[src/core/asg_pkg.sv]
// address generation package: port map, field widths, encodings
// assumes: compiled before every other design file
package asg_pkg;

	// ---------------------------------------------------------------
	// data path widths
	// ---------------------------------------------------------------
	localparam int unsigned ADDR_W = 32;
	localparam int unsigned DATA_W = 32;
	localparam int unsigned GPR_N = 8;

	// ---------------------------------------------------------------
	// configuration ports and on-chip index window
	// ---------------------------------------------------------------
	localparam logic [15:0] CONFIG_INDEX_PORT = 16'h0022;
	localparam logic [15:0] CONFIG_DATA_PORT = 16'h0023;
	localparam logic [7:0] CFG_IDX_LO = 8'hc0;
	localparam logic [7:0] CFG_IDX_HI = 8'hcf;
	localparam int unsigned CFG_REG_N = 16;

	// ---------------------------------------------------------------
	// i/o space
	// ---------------------------------------------------------------
	localparam int unsigned IO_PORT_W = 16;
	localparam logic [ADDR_W-IO_PORT_W-1:0] IO_HIGH_ZERO = 16'h0000;
	localparam logic [31:0] COP_WIN_BASE = 32'h800000f8;
	localparam int unsigned COP_OFS_W = 3;

	// ---------------------------------------------------------------
	// offset and real mode fields
	// ---------------------------------------------------------------
	localparam logic [2:0] STACK_POINTER_REGISTER = 3'h4;
	localparam int unsigned SEG_W = 16;
	localparam int unsigned REAL_OFS_W = 16;
	localparam int unsigned REAL_SHIFT = 4;
	localparam int unsigned REAL_W = 21;
	localparam int unsigned REAL_LIMIT_BIT = 20;

	// ---------------------------------------------------------------
	// page translation split
	// ---------------------------------------------------------------
	localparam int unsigned PG_DIR_W = 10;
	localparam int unsigned PG_TBL_W = 10;
	localparam int unsigned PG_OFS_W = 12;

	// ---------------------------------------------------------------
	// encodings
	// ---------------------------------------------------------------
	typedef enum logic [3:0]
	{
		AM_DISP,
		AM_BASE,
		AM_BASE_DISP,
		AM_INDEX_DISP,
		AM_SCALED_DISP,
		AM_BASE_INDEX,
		AM_BASE_SCALED,
		AM_BASE_INDEX_DISP,
		AM_BASE_SCALED_DISP
	} asg_amode_t;

	typedef enum logic [1:0]
	{
		SZ_BYTE,
		SZ_WORD,
		SZ_DWORD
	} asg_size_t;

	typedef enum logic [1:0]
	{
		K_MEM,
		K_IO,
		K_COP
	} asg_kind_t;

endpackage : asg_pkg

[src/core/asg_ea_if.sv]
// carrier between the top and the offset adder
// assumes: asg_pkg compiled first
`timescale 1ns/1ps
interface asg_ea_if;
	import asg_pkg::*;

	logic [GPR_N-1:0][DATA_W-1:0] gpr;
	asg_amode_t amode;
	logic [2:0] base_sel;
	logic [2:0] index_sel;
	logic [1:0] index_multiplier;
	logic [ADDR_W-1:0] displacement_value;
	logic [ADDR_W-1:0] offset_result;
	logic index_bad;

	modport calc
	(
		input gpr, amode, base_sel, index_sel, index_multiplier,
		input displacement_value,
		output offset_result, index_bad
	);
	modport user
	(
		output gpr, amode, base_sel, index_sel, index_multiplier,
		output displacement_value,
		input offset_result, index_bad
	);
endinterface : asg_ea_if

[src/core/asg_top.sv]
// address generation and address-space steering top
// assumes: one 200 MHz clock, synchronous active-high reset; bus,
// translation unit both run on SYS_CLK_I
`timescale 1ns/1ps
module asg_top
	import asg_pkg::*;
(
	// clock and reset
	input wire logic SYS_CLK_I,
	input wire logic SYS_RST_I,
	// processor mode
	input wire logic PROT_MODE_I,
	input wire logic PAGING_I,
	// access request
	input wire logic REQ_VALID_I,
	input wire asg_kind_t REQ_KIND_I,
	input wire logic REQ_WR_I,
	input wire asg_size_t REQ_SIZE_I,
	input wire logic [DATA_W-1:0] REQ_WDATA_I,
	input wire logic [IO_PORT_W-1:0] REQ_PORT_I,
	input wire logic [COP_OFS_W-1:0] REQ_COP_OFS_I,
	output logic REQ_READY_O,
	// operand address
	input wire logic [GPR_N*DATA_W-1:0] GPR_FILE_I,
	input wire asg_amode_t AMODE_I,
	input wire logic [2:0] BASE_SEL_I,
	input wire logic [2:0] INDEX_SEL_I,
	input wire logic [1:0] INDEX_MULTIPLIER_I,
	input wire logic [ADDR_W-1:0] DISPLACEMENT_VALUE_I,
	input wire logic [SEG_W-1:0] SEG_VALUE_I,
	input wire logic [ADDR_W-1:0] SEG_BASE_I,
	// page translation
	output logic XLATE_REQ_O,
	output logic [PG_DIR_W-1:0] XLATE_DIR_O,
	output logic [PG_TBL_W-1:0] XLATE_TBL_O,
	output logic [PG_OFS_W-1:0] XLATE_OFS_O,
	input wire logic XLATE_ACK_I,
	input wire logic [ADDR_W-1:0] XLATE_PHYS_I,
	// system bus
	output logic BUS_CYC_O,
	output logic [ADDR_W-1:0] BUS_ADDR_O,
	output logic [3:0] BUS_BE_O,
	output logic BUS_MIO_O,
	output logic BUS_WR_O,
	output asg_size_t BUS_SIZE_O,
	output logic [DATA_W-1:0] BUS_WDATA_O,
	input wire logic BUS_DONE_I,
	input wire logic [DATA_W-1:0] BUS_RDATA_I,
	// completion
	output logic DONE_O,
	output logic FAULT_O,
	output logic OVERRUN_O,
	output logic [DATA_W-1:0] RDATA_O,
	output logic [ADDR_W-1:0] OFFSET_RESULT_O,
	output logic [CFG_REG_N*8-1:0] CFG_REGS_O
);

	// ---------------------------------------------------------------
	// state
	// ---------------------------------------------------------------
	typedef enum logic [1:0]
	{
		ST_IDLE,
		ST_XLATE,
		ST_BUS
	} asg_state_t;

	typedef struct packed
	{
		asg_state_t st;
		logic ready;
		logic xreq;
		logic [ADDR_W-1:0] xlin;
		logic cyc;
		logic [ADDR_W-1:0] addr;
		logic [3:0] be;
		logic mio;
		logic wr;
		asg_size_t size;
		logic [DATA_W-1:0] wdata;
		logic done;
		logic fault;
		logic overrun;
		logic [DATA_W-1:0] rdata;
		logic [ADDR_W-1:0] ofs;
	} asg_top_st_t;

	localparam asg_top_st_t TOP_RST = '0;

	asg_top_st_t s;
	asg_top_st_t n;
	logic cfg_acc;
	logic cfg_internal;
	logic [7:0] cfg_rdata;
	logic [CFG_REG_N-1:0][7:0] cfg_regs;
	logic [REAL_W-1:0] real_addr;
	logic [ADDR_W-1:0] lin_addr;

	// ---------------------------------------------------------------
	// byte lanes: low byte at lowest address
	// ---------------------------------------------------------------
	function automatic logic [3:0] lanes(input asg_size_t sz,
		input logic [1:0] lo);
		logic [3:0] m;
		case (sz)
			SZ_BYTE: m = 4'h1;
			SZ_WORD: m = 4'h3;
			default: m = 4'hf;
		endcase
		lanes = 4'(m << lo);
	endfunction : lanes

	// ---------------------------------------------------------------
	// offset adder and configuration port
	// ---------------------------------------------------------------
	asg_ea_if ea_bus();

	assign ea_bus.gpr = GPR_FILE_I;
	assign ea_bus.amode = AMODE_I;
	assign ea_bus.base_sel = BASE_SEL_I;
	assign ea_bus.index_sel = INDEX_SEL_I;
	assign ea_bus.index_multiplier = INDEX_MULTIPLIER_I;
	assign ea_bus.displacement_value = DISPLACEMENT_VALUE_I;

	asg_offset_calc u_calc
	(
		.ea(ea_bus.calc)
	);

	assign cfg_acc = (s.st == ST_IDLE) && s.ready && REQ_VALID_I &&
		(REQ_KIND_I == K_IO);

	asg_cfg_port #(
		.REG_N(CFG_REG_N)
	) u_cfg
	(
		.clk_i(SYS_CLK_I),
		.rst_i(SYS_RST_I),
		.acc_i(cfg_acc),
		.wr_i(REQ_WR_I),
		.port_i(REQ_PORT_I),
		.wdata_i(REQ_WDATA_I[7:0]),
		.internal_o(cfg_internal),
		.rdata_o(cfg_rdata),
		.regs_o(cfg_regs)
	);

	// ---------------------------------------------------------------
	// address forms
	// ---------------------------------------------------------------
	assign real_addr = REAL_W'({SEG_VALUE_I, REAL_SHIFT'(0)}) +
		REAL_W'(ea_bus.offset_result[REAL_OFS_W-1:0]);
	assign lin_addr = SEG_BASE_I + ea_bus.offset_result;

	// ---------------------------------------------------------------
	// sequencing
	// ---------------------------------------------------------------
	always_comb
	begin
		n = s;
		n.done = 1'b0;
		case (s.st)
			ST_IDLE:
			begin
				n.ready = 1'b1;
				n.fault = 1'b0;
				n.overrun = 1'b0;
				if (REQ_VALID_I && s.ready)
				begin
					n.ready = 1'b0;
					n.wr = REQ_WR_I;
					n.size = REQ_SIZE_I;
					n.wdata = REQ_WDATA_I;
					n.ofs = ea_bus.offset_result;
					case (REQ_KIND_I)
						K_MEM:
						begin
							n.mio = 1'b1;
							if (ea_bus.index_bad)
							begin
								n.fault = 1'b1;
								n.done = 1'b1;
								n.ready = 1'b1;
							end
							else if (!PROT_MODE_I)
							begin
								n.addr = ADDR_W'(real_addr);
								if (real_addr[REAL_LIMIT_BIT])
								begin
									n.overrun = 1'b1;
									n.done = 1'b1;
									n.ready = 1'b1;
								end
								else
								begin
									n.cyc = 1'b1;
									n.st = ST_BUS;
								end
							end
							else if (PAGING_I)
							begin
								n.xreq = 1'b1;
								n.xlin = lin_addr;
								n.st = ST_XLATE;
							end
							else
							begin
								n.addr = lin_addr;
								n.cyc = 1'b1;
								n.st = ST_BUS;
							end
							n.be = lanes(REQ_SIZE_I, n.addr[1:0]);
						end
						K_IO:
						begin
							n.mio = 1'b0;
							n.addr = {IO_HIGH_ZERO, REQ_PORT_I};
							n.be = lanes(REQ_SIZE_I, REQ_PORT_I[1:0]);
							if (cfg_internal)
							begin
								n.rdata = {24'h000000, cfg_rdata};
								n.done = 1'b1;
								n.ready = 1'b1;
							end
							else
							begin
								n.cyc = 1'b1;
								n.st = ST_BUS;
							end
						end
						K_COP:
						begin
							n.mio = 1'b0;
							n.addr = COP_WIN_BASE +
								ADDR_W'(REQ_COP_OFS_I);
							n.be = lanes(REQ_SIZE_I, n.addr[1:0]);
							n.cyc = 1'b1;
							n.st = ST_BUS;
						end
						default:
						begin
							n.ready = 1'b1;
						end
					endcase
				end
			end
			ST_XLATE:
			begin
				if (XLATE_ACK_I)
				begin
					n.xreq = 1'b0;
					n.addr = XLATE_PHYS_I;
					n.be = lanes(s.size, XLATE_PHYS_I[1:0]);
					n.cyc = 1'b1;
					n.st = ST_BUS;
				end
			end
			ST_BUS:
			begin
				if (BUS_DONE_I)
				begin
					n.cyc = 1'b0;
					n.rdata = BUS_RDATA_I;
					n.done = 1'b1;
					n.ready = 1'b1;
					n.st = ST_IDLE;
				end
			end
			default:
			begin
				n = TOP_RST;
			end
		endcase
	end

	always_ff @(posedge SYS_CLK_I)
	begin
		if (SYS_RST_I)
		begin
			s <= TOP_RST;
		end
		else
		begin
			s <= n;
		end
	end

	// ---------------------------------------------------------------
	// outputs
	// ---------------------------------------------------------------
	assign REQ_READY_O = s.ready;
	assign XLATE_REQ_O = s.xreq;
	assign XLATE_DIR_O = s.xlin[ADDR_W-1 -: PG_DIR_W];
	assign XLATE_TBL_O = s.xlin[PG_OFS_W +: PG_TBL_W];
	assign XLATE_OFS_O = s.xlin[PG_OFS_W-1:0];
	assign BUS_CYC_O = s.cyc;
	assign BUS_ADDR_O = s.addr;
	assign BUS_BE_O = s.be;
	assign BUS_MIO_O = s.mio;
	assign BUS_WR_O = s.wr;
	assign BUS_SIZE_O = s.size;
	assign BUS_WDATA_O = s.wdata;
	assign DONE_O = s.done;
	assign FAULT_O = s.fault;
	assign OVERRUN_O = s.overrun;
	assign RDATA_O = s.rdata;
	assign OFFSET_RESULT_O = s.ofs;
	assign CFG_REGS_O = cfg_regs;

endmodule : asg_top

[src/core/asg_offset_calc.sv]
// effective address adder: base + scaled index + displacement
// assumes: purely combinational, driven through asg_ea_if
`timescale 1ns/1ps
module asg_offset_calc
	import asg_pkg::*;
(
	// operand and result carrier
	asg_ea_if.calc ea
);

	// ---------------------------------------------------------------
	// mode decode: base, index, scale, displacement used
	// ---------------------------------------------------------------
	function automatic logic [3:0] am_terms(input asg_amode_t m);
		case (m)
			AM_DISP: am_terms = 4'h1;
			AM_BASE: am_terms = 4'h8;
			AM_BASE_DISP: am_terms = 4'h9;
			AM_INDEX_DISP: am_terms = 4'h5;
			AM_SCALED_DISP: am_terms = 4'h7;
			AM_BASE_INDEX: am_terms = 4'hc;
			AM_BASE_SCALED: am_terms = 4'he;
			AM_BASE_INDEX_DISP: am_terms = 4'hd;
			AM_BASE_SCALED_DISP: am_terms = 4'hf;
			default: am_terms = 4'h0;
		endcase
	endfunction : am_terms

	logic [3:0] terms;
	logic [ADDR_W-1:0] base_v;
	logic [ADDR_W-1:0] index_v;
	logic [ADDR_W-1:0] disp_v;

	always_comb
	begin
		terms = am_terms(ea.amode);
		base_v = terms[3] ? ea.gpr[ea.base_sel] : '0;
		index_v = terms[2] ? ea.gpr[ea.index_sel] : '0;
		if (terms[1])
		begin
			index_v = index_v << ea.index_multiplier;
		end
		disp_v = terms[0] ? ea.displacement_value : '0;
		ea.offset_result = base_v + index_v + disp_v;
		ea.index_bad = terms[2] &&
			(ea.index_sel == STACK_POINTER_REGISTER);
	end

endmodule : asg_offset_calc

[src/core/asg_cfg_port.sv]
// index/data configuration port pair with on-chip register bank
// assumes: acc_i is a one-cycle strobe of an accepted i/o access
`timescale 1ns/1ps
module asg_cfg_port
	import asg_pkg::*;
#(
	parameter int unsigned REG_N = CFG_REG_N
)
(
	// clock and reset
	input wire logic clk_i,
	input wire logic rst_i,
	// access being taken
	input wire logic acc_i,
	input wire logic wr_i,
	input wire logic [IO_PORT_W-1:0] port_i,
	input wire logic [7:0] wdata_i,
	// decision and read data
	output logic internal_o,
	output logic [7:0] rdata_o,
	output logic [REG_N-1:0][7:0] regs_o
);

	if (REG_N != 32'(CFG_IDX_HI - CFG_IDX_LO) + 1)
	begin : g_chk
		$error("register count must match the index window");
	end

	typedef struct packed
	{
		logic idx_valid;
		logic [7:0] index;
		logic [REG_N-1:0][7:0] regs;
	} asg_cfg_st_t;

	asg_cfg_st_t s;
	asg_cfg_st_t n;
	logic is_idx;
	logic is_dat;
	logic [3:0] slot;

	function automatic logic in_window(input logic [7:0] v);
		in_window = (v >= CFG_IDX_LO) && (v <= CFG_IDX_HI);
	endfunction : in_window

	always_comb
	begin
		n = s;
		is_idx = (port_i == CONFIG_INDEX_PORT);
		is_dat = (port_i == CONFIG_DATA_PORT);
		slot = 4'(s.index - CFG_IDX_LO);
		internal_o = (is_idx && wr_i && in_window(wdata_i)) ||
			(is_dat && s.idx_valid);
		rdata_o = s.regs[slot];
		if (acc_i)
		begin
			if (is_idx && wr_i)
			begin
				n.index = wdata_i;
				n.idx_valid = in_window(wdata_i);
			end
			else if (is_dat)
			begin
				n.idx_valid = 1'b0;
				if (s.idx_valid && wr_i)
				begin
					n.regs[slot] = wdata_i;
				end
			end
		end
	end

	always_ff @(posedge clk_i)
	begin
		if (rst_i)
		begin
			s <= '0;
		end
		else
		begin
			s <= n;
		end
	end

	assign regs_o = s.regs;

endmodule : asg_cfg_port

[config.mk]
export PLATFORM = sky130hd
export DESIGN_NAME = asg_top
export DESIGN_NICKNAME = d
export VERILOG_FILES = /design/src/core/asg_pkg.sv /design/src/core/asg_ea_if.sv /design/src/core/asg_top.sv /design/src/core/asg_offset_calc.sv /design/src/core/asg_cfg_port.sv
export SDC_FILE = /design/constraint.sdc
export NUM_CORES = 1
export LEC_CHECK = 0
export BUFFER_PORTS_ARGS = -buffer_cell sky130_fd_sc_hd__buf_2
export CAP_MARGIN = 20
export CORE_AREA = 2 2 300 302
export CTS_CLUSTER_SIZE = 25
export DETAILED_ROUTE_END_ITERATION = 10
export DIE_AREA = 0 0 302 304
export GPL_TIMING_DRIVEN = 0
export SKIP_LAST_GASP = 1
export SYNTH_ARGS = -nofsm -noshare
export SYNTH_HDL_FRONTEND = slang
export SYNTH_SLANG_ARGS = --single-unit
[constraint.sdc]
create_clock -name SYS_CLK_I -period 8.1 [get_ports SYS_CLK_I]
set_input_delay 0.405 -clock SYS_CLK_I [delete_from_list [all_inputs] [get_ports SYS_CLK_I]]
set_output_delay 0.405 -clock SYS_CLK_I [all_outputs]
set_load 0.05 [all_outputs]
==> results of run 1 <==
==> flip-flops by register name, summed over array words and instances (netlist names), 2 cells and up <==
register	cells
u_cfg.s	5
u_cfg.regs_o	128
XLATE_DIR_O	10
BUS_BE_O	4
BUS_ADDR_O	32
OFFSET_RESULT_O	32
XLATE_TBL_O	10
RDATA_O	32
BUS_WDATA_O	32
BUS_SIZE_O	2
s	2
XLATE_OFS_O	12
==> worst register-to-register path: cells and delay by family, from the launching register on <==
kind,cells,cell delay [ns]
AOI/OAI and AO/OA,1,0.14
adders and majority gates,1,0.19
buffers and inverters,4,1.56
DFF,1,0.33
and+or+nand+nor,3,1.29
==> cells in the mapped netlist (6+ instances only) <==
master,n
nand2_1,436
dfxtp_1,309
buf_4,294
a21oi_1,258
nor2_1,215
mux4_2,165
clkbuf_1,155
o21ai_0,114
a22oi_1,96
inv_1,96
nand3_1,88
ha_1,86
mux2_2,80
xnor2_1,53
fa_1,34
a21o_1,33
nor3_1,31
mux2i_1,28
nand2b_1,22
a221oi_1,21
buf_2,18
a211oi_1,17
and2_1,17
o21a_1,17
buf_1,16
and3_1,15
xor2_1,15
a31oi_1,14
o211ai_1,13
a22o_1,12
o21bai_1,11
o22ai_1,11
nand4_1,10
nor2b_1,9
or3_1,9
nand3b_1,6
==> layout make-up <==
type | count | area [sq um]
Multi-Input combinational cell | 2027 | 15500
Clock buffer | 47 | 1030
Antenna cell | 40 | 100
Clock inverter | 17 | 216
Buffer | 485 | 2970
Timing Repair Buffer | 765 | 3840
Tap cell | 1176 | 1470
Inverter | 97 | 364
Fill cell | 9482 | 57400
Sequential cell | 309 | 6190
==> metrics by stage <==
| step | hold WS, ns | setup slack, ns | utilization (%) |
|---|---|---|---|
| 5_1_grt | 0.0944 | -0.0111 | 35.5 |
| 4_1_cts | 0.0709 | 0.0236 | 35.4 |
| 3_3_place_gp | 0.439 | -0.589 | 34.0 |
| 3_5_place_dp | 0.445 | -0.639 | 34.0 |
| 2_1_floorplan | 0.432 | 1.26 | - |
| 6_report | 0.0907 | 0.390 | 35.5 |
==> final timing paths <==
| check | depth (start not counted) | from | end |
|---|---|---|---|
| min | 3 | REQ_WDATA_I[26] | BUS_WDATA_O[26]$_SDFFE_PP0P_ |
| max reg2reg | 9 | s[174]$_SDFFE_PP0P_ | BUS_WDATA_O[3]$_SDFFE_PP0P_ |
| min reg2reg | 2 | RDATA_O[18]$_SDFFE_PP0P_ | RDATA_O[18]$_SDFFE_PP0P_ |
| max | 29 | INDEX_SEL_I[1] | XLATE_DIR_O[9]$_SDFFE_PP0P_ |
==> per-layer routing <==
metal	share of wire, %	vias to the layer above
li1	-	11818
met3	7.5	323
met2	50	1361
met4	6.6	16
met1	36	12531
met5	0.071	-
==> logic make-up after synthesis <==
group / Yosys count
AND/OR/NAND/NOR: 878
flip-flops: 309
buffers and inverters: 583
adder cells (fa/ha/maj): 120
multiplexers: 277
XOR/XNOR: 69
AO/OA/AOI/OAI: 683
==> what timing repair did <==
action | 4_1_cts | 5_1_grt
pin swaps | 0 | 1
hold endpoints to repair | 0 | 0
endpoints found under the setup margin | 1 | 13
resized for setup | 1 | 21
setup buffers | 0 | 2
==> power groups by stage <==
stage / Sequential (uW) / Combinational, uW / Clock, uW
4_1_cts: 1720 / 3760 / 1800
3_5_place_dp: 1750 / 3740 / 0
2_1_floorplan: 1750 / 2520 / 0
6_report: 1720 / 3800 / 1770
5_1_grt: 1740 / 4060 / 1850
3_3_place_gp: 1750 / 3720 / 0
==> impl_results.md, run 1 <==
- Layout area overhead: 26.8%
- Crit-path max FO: 10
- Gpl congestion: between 1 and 1.5
- Met3 Track Usage GR: between 5 and 6%
- Initial DRC count: 2,302
- Commonest cells after routing, fill and taps aside: 778 x buf_2, 436 x nand2_1, 309 x dfxtp_1
- Synth warnings: 0
- Worst-Margin Slew: roughly 1.2 ns
- Final period util: 95.2%
- DP Wirelength: ~110,000 um
- Kind of critical path: primary input to flip-flop
- Initial antenna violation count: roughly 70
- Syn avg cell area: approximately 8.6 sq um
- Power per cell area: 230 nW/um^2
- Cell area after synthesis: about 25,000 sq um
- Max-slew violations: 0
- Largest area contributor in the netlist: dfxtp_1
- Largest net degree at the start of global routing: 14
- Hold Buf Count CTS: 0
- Top Family by Delay on Critical Path: compound AO/OA/AOI/OAI gates
- Asr flop ratio synth: 0%
- Crit-path slowest cell: clkbuf_1
- Overall Power: approximately 7300 uW
- Vias in the first global route: between 20k and 30k
- Placed inst area: just over 30,000 sq um
- Sequential-to-total area share from yosys stat: about a quarter
- Clock Power Share: around a quarter
- First-pass GRT wire length: roughly 180,000 um
- Leakage Power: about 0.014 uW
- Root Buffer: clkbuf_16
- Routed len/inst: 25.8 um
- Clock sink total: approximately 300
- R2r setup slk: between 4 and 5 ns
- WP buf/inv: 5
- Die width: around 300 um
- H-tree depth: 2
- Global routing's busiest layer: met2
- Top-area cell type share of the netlist area: about a quarter
- P_sw: 3310 uW
- Primary FF master, synth: dfxtp_1
- Peak VDD IR: around 160 uV
- Met1 Usage GRT: just under 30%
- Xor and xnor area share after synthesis: under 10%
- Sequential power share: a little under a quarter
- TritonCTS clock tree: yes
- Worst-skew pair later-pin latency: between 0.5 and 0.6 ns
- Pint: between 3000 and 4000 uW
- Total Routing Usage GR: 26.7%
- Worst path arrival time: between 8 and 9 ns
- Reg clk slew, reported paths: 0.06 ns
- Yosys reg bits: around 310
- Max_slew headroom: 19.7%
- Die H: approximately 300 um
- Crit-path max cell delay: roughly 0.6 ns
- Top cells by area, synth: dfxtp_1 25%, mux4_2 15%, buf_4 8.8%
- Cell variety after synth: 83
- Final Non-Filler Cells: 4,963
- Vias/cell: 5.25
- Worst Path Required: roughly 8.5 ns
- Commonest non-fill, non-tap cell in the layout: buf_2
- Crit path time final: approximately 7.7 ns
- Port bufs: about 760
- Final hold violation count: 0
- Row Count: 110
- Clock buffer count from CTS: 37
- Synth Area in Simple Gates: approximately 15%
- Final nets: ~4.3k
- Maxcap violations: 0
- Status: completed
- Min-Delay Path Class: primary input to flip-flop
- Synth Instances: between 2k and 3k
- Multiplexer share of the synthesized area: roughly a fifth
- Post-synthesis compound-gate area fraction: 17.3%
- Initial Util: between 20% and 30%
- Core box area: ~89,000 sq um
- Setup TNS Final: 0 ns
- Total vias in the final route: between 20k and 30k
- Syn Nets: 3,514
- Drt drc: 0
- CTS Buffer Depth: 3
- Fin area: ~32,000 sq um
- Setup Viol. Count Final: 0
- Fmax: around 130 MHz
- Post-route clock skew: approximately 0.0085 ns
- Layout cell share with drive strength beyond 1: a little under two fifths
- Die Area: around 92,000 sq um
- I/O pins: approximately 800
- Largest family of logic cells by synthesized area: multiplexers
- Placed cell count: between 4k and 5k
- Startpoint types: primary input
- Drt first pass iters: 6
- Post-route ant nets: 0
- Comb pwr share: a little over half
- Crit. End Element: flip-flop
- Met2 GRT Util: 47.7%
- EDFF count, synth: 0
- Post-synthesis adder-cell area fraction: ~7%
- Routed WL: 128,000 um
- Total global routing overflow: 0
- Sw Ratio: between 40% and 50%
Note: power is estimated with default switching activity, not from simulation.
==> run 2, diff against run 1 <==
PLACE_DENSITY = 0.56   (was not set)
==> run 2 against run 1 <==
Clock skew increased by 0.021 ns. Routed wire length decreased by 0.36%. Non-clock buffer count increased by 1. Cell area increased by 0.10%. Flip-flop and latch count unchanged. Clock power increased by 3%. Utilization about the same. Count of clock-buffer cells in the layout decreased by 1. Critical path type unchanged.
==> impl_results.md, run 2 (synthesis results as in run 1) <==
- Core box area: a little under 90,000 sq um
- Sequential power share: 23.6%
- Final nets: ~4.3k
- Clock sink total: between 300 and 400
- Drt drc: 0
- Fin util: a little over a third
- Comb pwr share: approximately half
- Die width: between 300 and 400 um
- Status: completed
- Vias in the first global route: 25.2k
- TritonCTS clock tree: yes
- Drt first pass iters: 6
- Die Area: 91,800 sq um
- Kind of critical path: primary input to flip-flop
- Crit-path max FO: 10
- Vias/cell: between 5 and 6
- Crit. End Element: flip-flop
- Maxcap violations: 0
- Post-route ant nets: 0
- Initial antenna violation count: 66
- Commonest non-fill, non-tap cell in the layout: buf_2
- Multi-input gate area: 15,500 sq um
- Post-route clock skew: roughly 0.03 ns
- Routed WL: 127,000 um
- Port bufs: 762
- Initial DRC count: around 2k
- Final period util: between 90% and 100%
- Largest net degree at the start of global routing: 15
- Max_slew headroom: between 20% and 30%
- Total global routing overflow: 0
- Min-Delay Path Class: primary input to flip-flop
- Hold Buf Count CTS: 0
- Row Count: 110
- Layout area overhead: 26.9%
- Startpoint types: primary input
- Pint: 4020 uW
- Total Routing Usage GR: around a quarter
- Fmax: approximately 130 MHz
- P_sw: roughly 3300 uW
- Final Non-Filler Cells: 4,951
- Worst path arrival time: 8.19 ns
- Worst-Margin Slew: about 1.1 ns
- Reg clk slew, reported paths: approximately 0.060 ns
- Peak VDD IR: approximately 170 uV
- Crit-path max cell delay: around 0.5 ns
- Leakage Power: ~0.014 uW
- Worst Path Required: ~8.6 ns
- Storage element area: roughly 6200 sq um
- CTS Buffer Depth: 3
- Clock buffer count from CTS: 36
- Routed len/inst: 25.7 um
- Filler cells: 9,488
- Clock Power Share: ~25%
- Power per cell area: approximately 230 nW/um^2
- Placed cell count: 4,858
- Layout cell share with drive strength beyond 1: between 30% and 40%
- Sw Ratio: 45.3%
- Setup Viol. Count Final: 0
- Worst-skew pair later-pin latency: slightly below 0.6 ns
- Crit-path slowest cell: fa_1
- DP Wirelength: 108,000 um
- Largest register FFs: approximately 130
- Final hold violation count: 0
- H-tree depth: 2
- Gpl congestion: 0.985
- Total vias in the final route: around 26k
- Initial Util: between 20% and 30%
- Max-slew violations: 0
- Crit path time final: roughly 7.7 ns
- Root Buffer: clkbuf_16
- Die H: just over 300 um
- First-pass GRT wire length: between 150,000 and 200,000 um
- I/O pins: about 780
- Commonest cells after routing, fill and taps aside: 776 x buf_2, 436 x nand2_1, 309 x dfxtp_1
- RSZ-0062 raised after global routing: true
[run 2: worst paths after layout]
kind / start / end / slack, ns / cells after the start
worst min-delay path: REQ_WDATA_I[29] / BUS_WDATA_O[29]$_SDFFE_PP0P_ / 0.09 / 3
worst max register to register: s[174]$_SDFFE_PP0P_ / BUS_WDATA_O[0]$_SDFFE_PP0P_ / 4.56 / 9
worst min register to register: RDATA_O[21]$_SDFFE_PP0P_ / RDATA_O[21]$_SDFFE_PP0P_ / 0.45 / 2
worst max-delay path: INDEX_SEL_I[1] / XLATE_DIR_O[9]$_SDFFE_PP0P_ / 0.37 / 32
[run 2: layout make-up]
| cell class | count | area share, % |
|---|---|---|
| Multi-Input combinational cell | 2027 | 48.9 |
| Sequential cell | 309 | 19.5 |
| Timing Repair Buffer | 765 | 12.1 |
| Buffer | 486 | 9.41 |
| Tap cell | 1176 | 4.64 |
| Clock buffer | 46 | 3.12 |
| Inverter | 97 | 1.15 |
| Clock inverter | 19 | 0.952 |
| Antenna cell | 26 | 0.205 |
[run 2: stage by stage]
stage / worst slack, ns / hold slack, ns / area (sq um) / TNS [ns] / power [uW]
floorplan: 1.26 / 0.432 / 25000 / 0 / 4270
global placement: -0.870 / 0.441 / 30200 / -11.22 / 5490
detailed placement: -0.862 / 0.444 / 30300 / -10.32 / 5500
CTS: 0.00259 / 0.0687 / 31600 / 0 / 7340
global route: -0.0211 / 0.0961 / 31700 / -0.0211 / 7720
finish: 0.373 / 0.0872 / 31700 / 0 / 7340
[run 2: power by group through the flow]
stage / Combinational, uW / Clock [uW] / Sequential (uW)
after CTS: 3750 / 1860 / 1730
after detailed placement: 3730 / 0 / 1760
final: 3780 / 1830 / 1730
after floorplan: 2520 / 0 / 1750
after global routing: 4060 / 1920 / 1740
after global placement: 3730 / 0 / 1760
[run 2: layer usage]
layer  global-route usage [%]  share of wire (%)
met1                     29.1                 37
met2                     49.2                 51
met4                     12.3                5.2
met3                     4.92                6.7
met5                        0               0.13
[run 2: critical path: cells and delay by family]
family	cells	cell delay, ns
and+or+nand+nor	4	0.58
muxes	3	0.99
buffers and inverters	6	1.37
AOI/OAI and AO/OA	14	3.24
adders and majority gates	3	1.12
xor gates and xnor gates	2	0.47
[run 2: timing repair]
item | in CTS | in global routing
resized for setup | 3 | 21
endpoints found under the setup margin | 3 | 13
buffers inserted | 0 | 2
pin swaps | 0 | 1
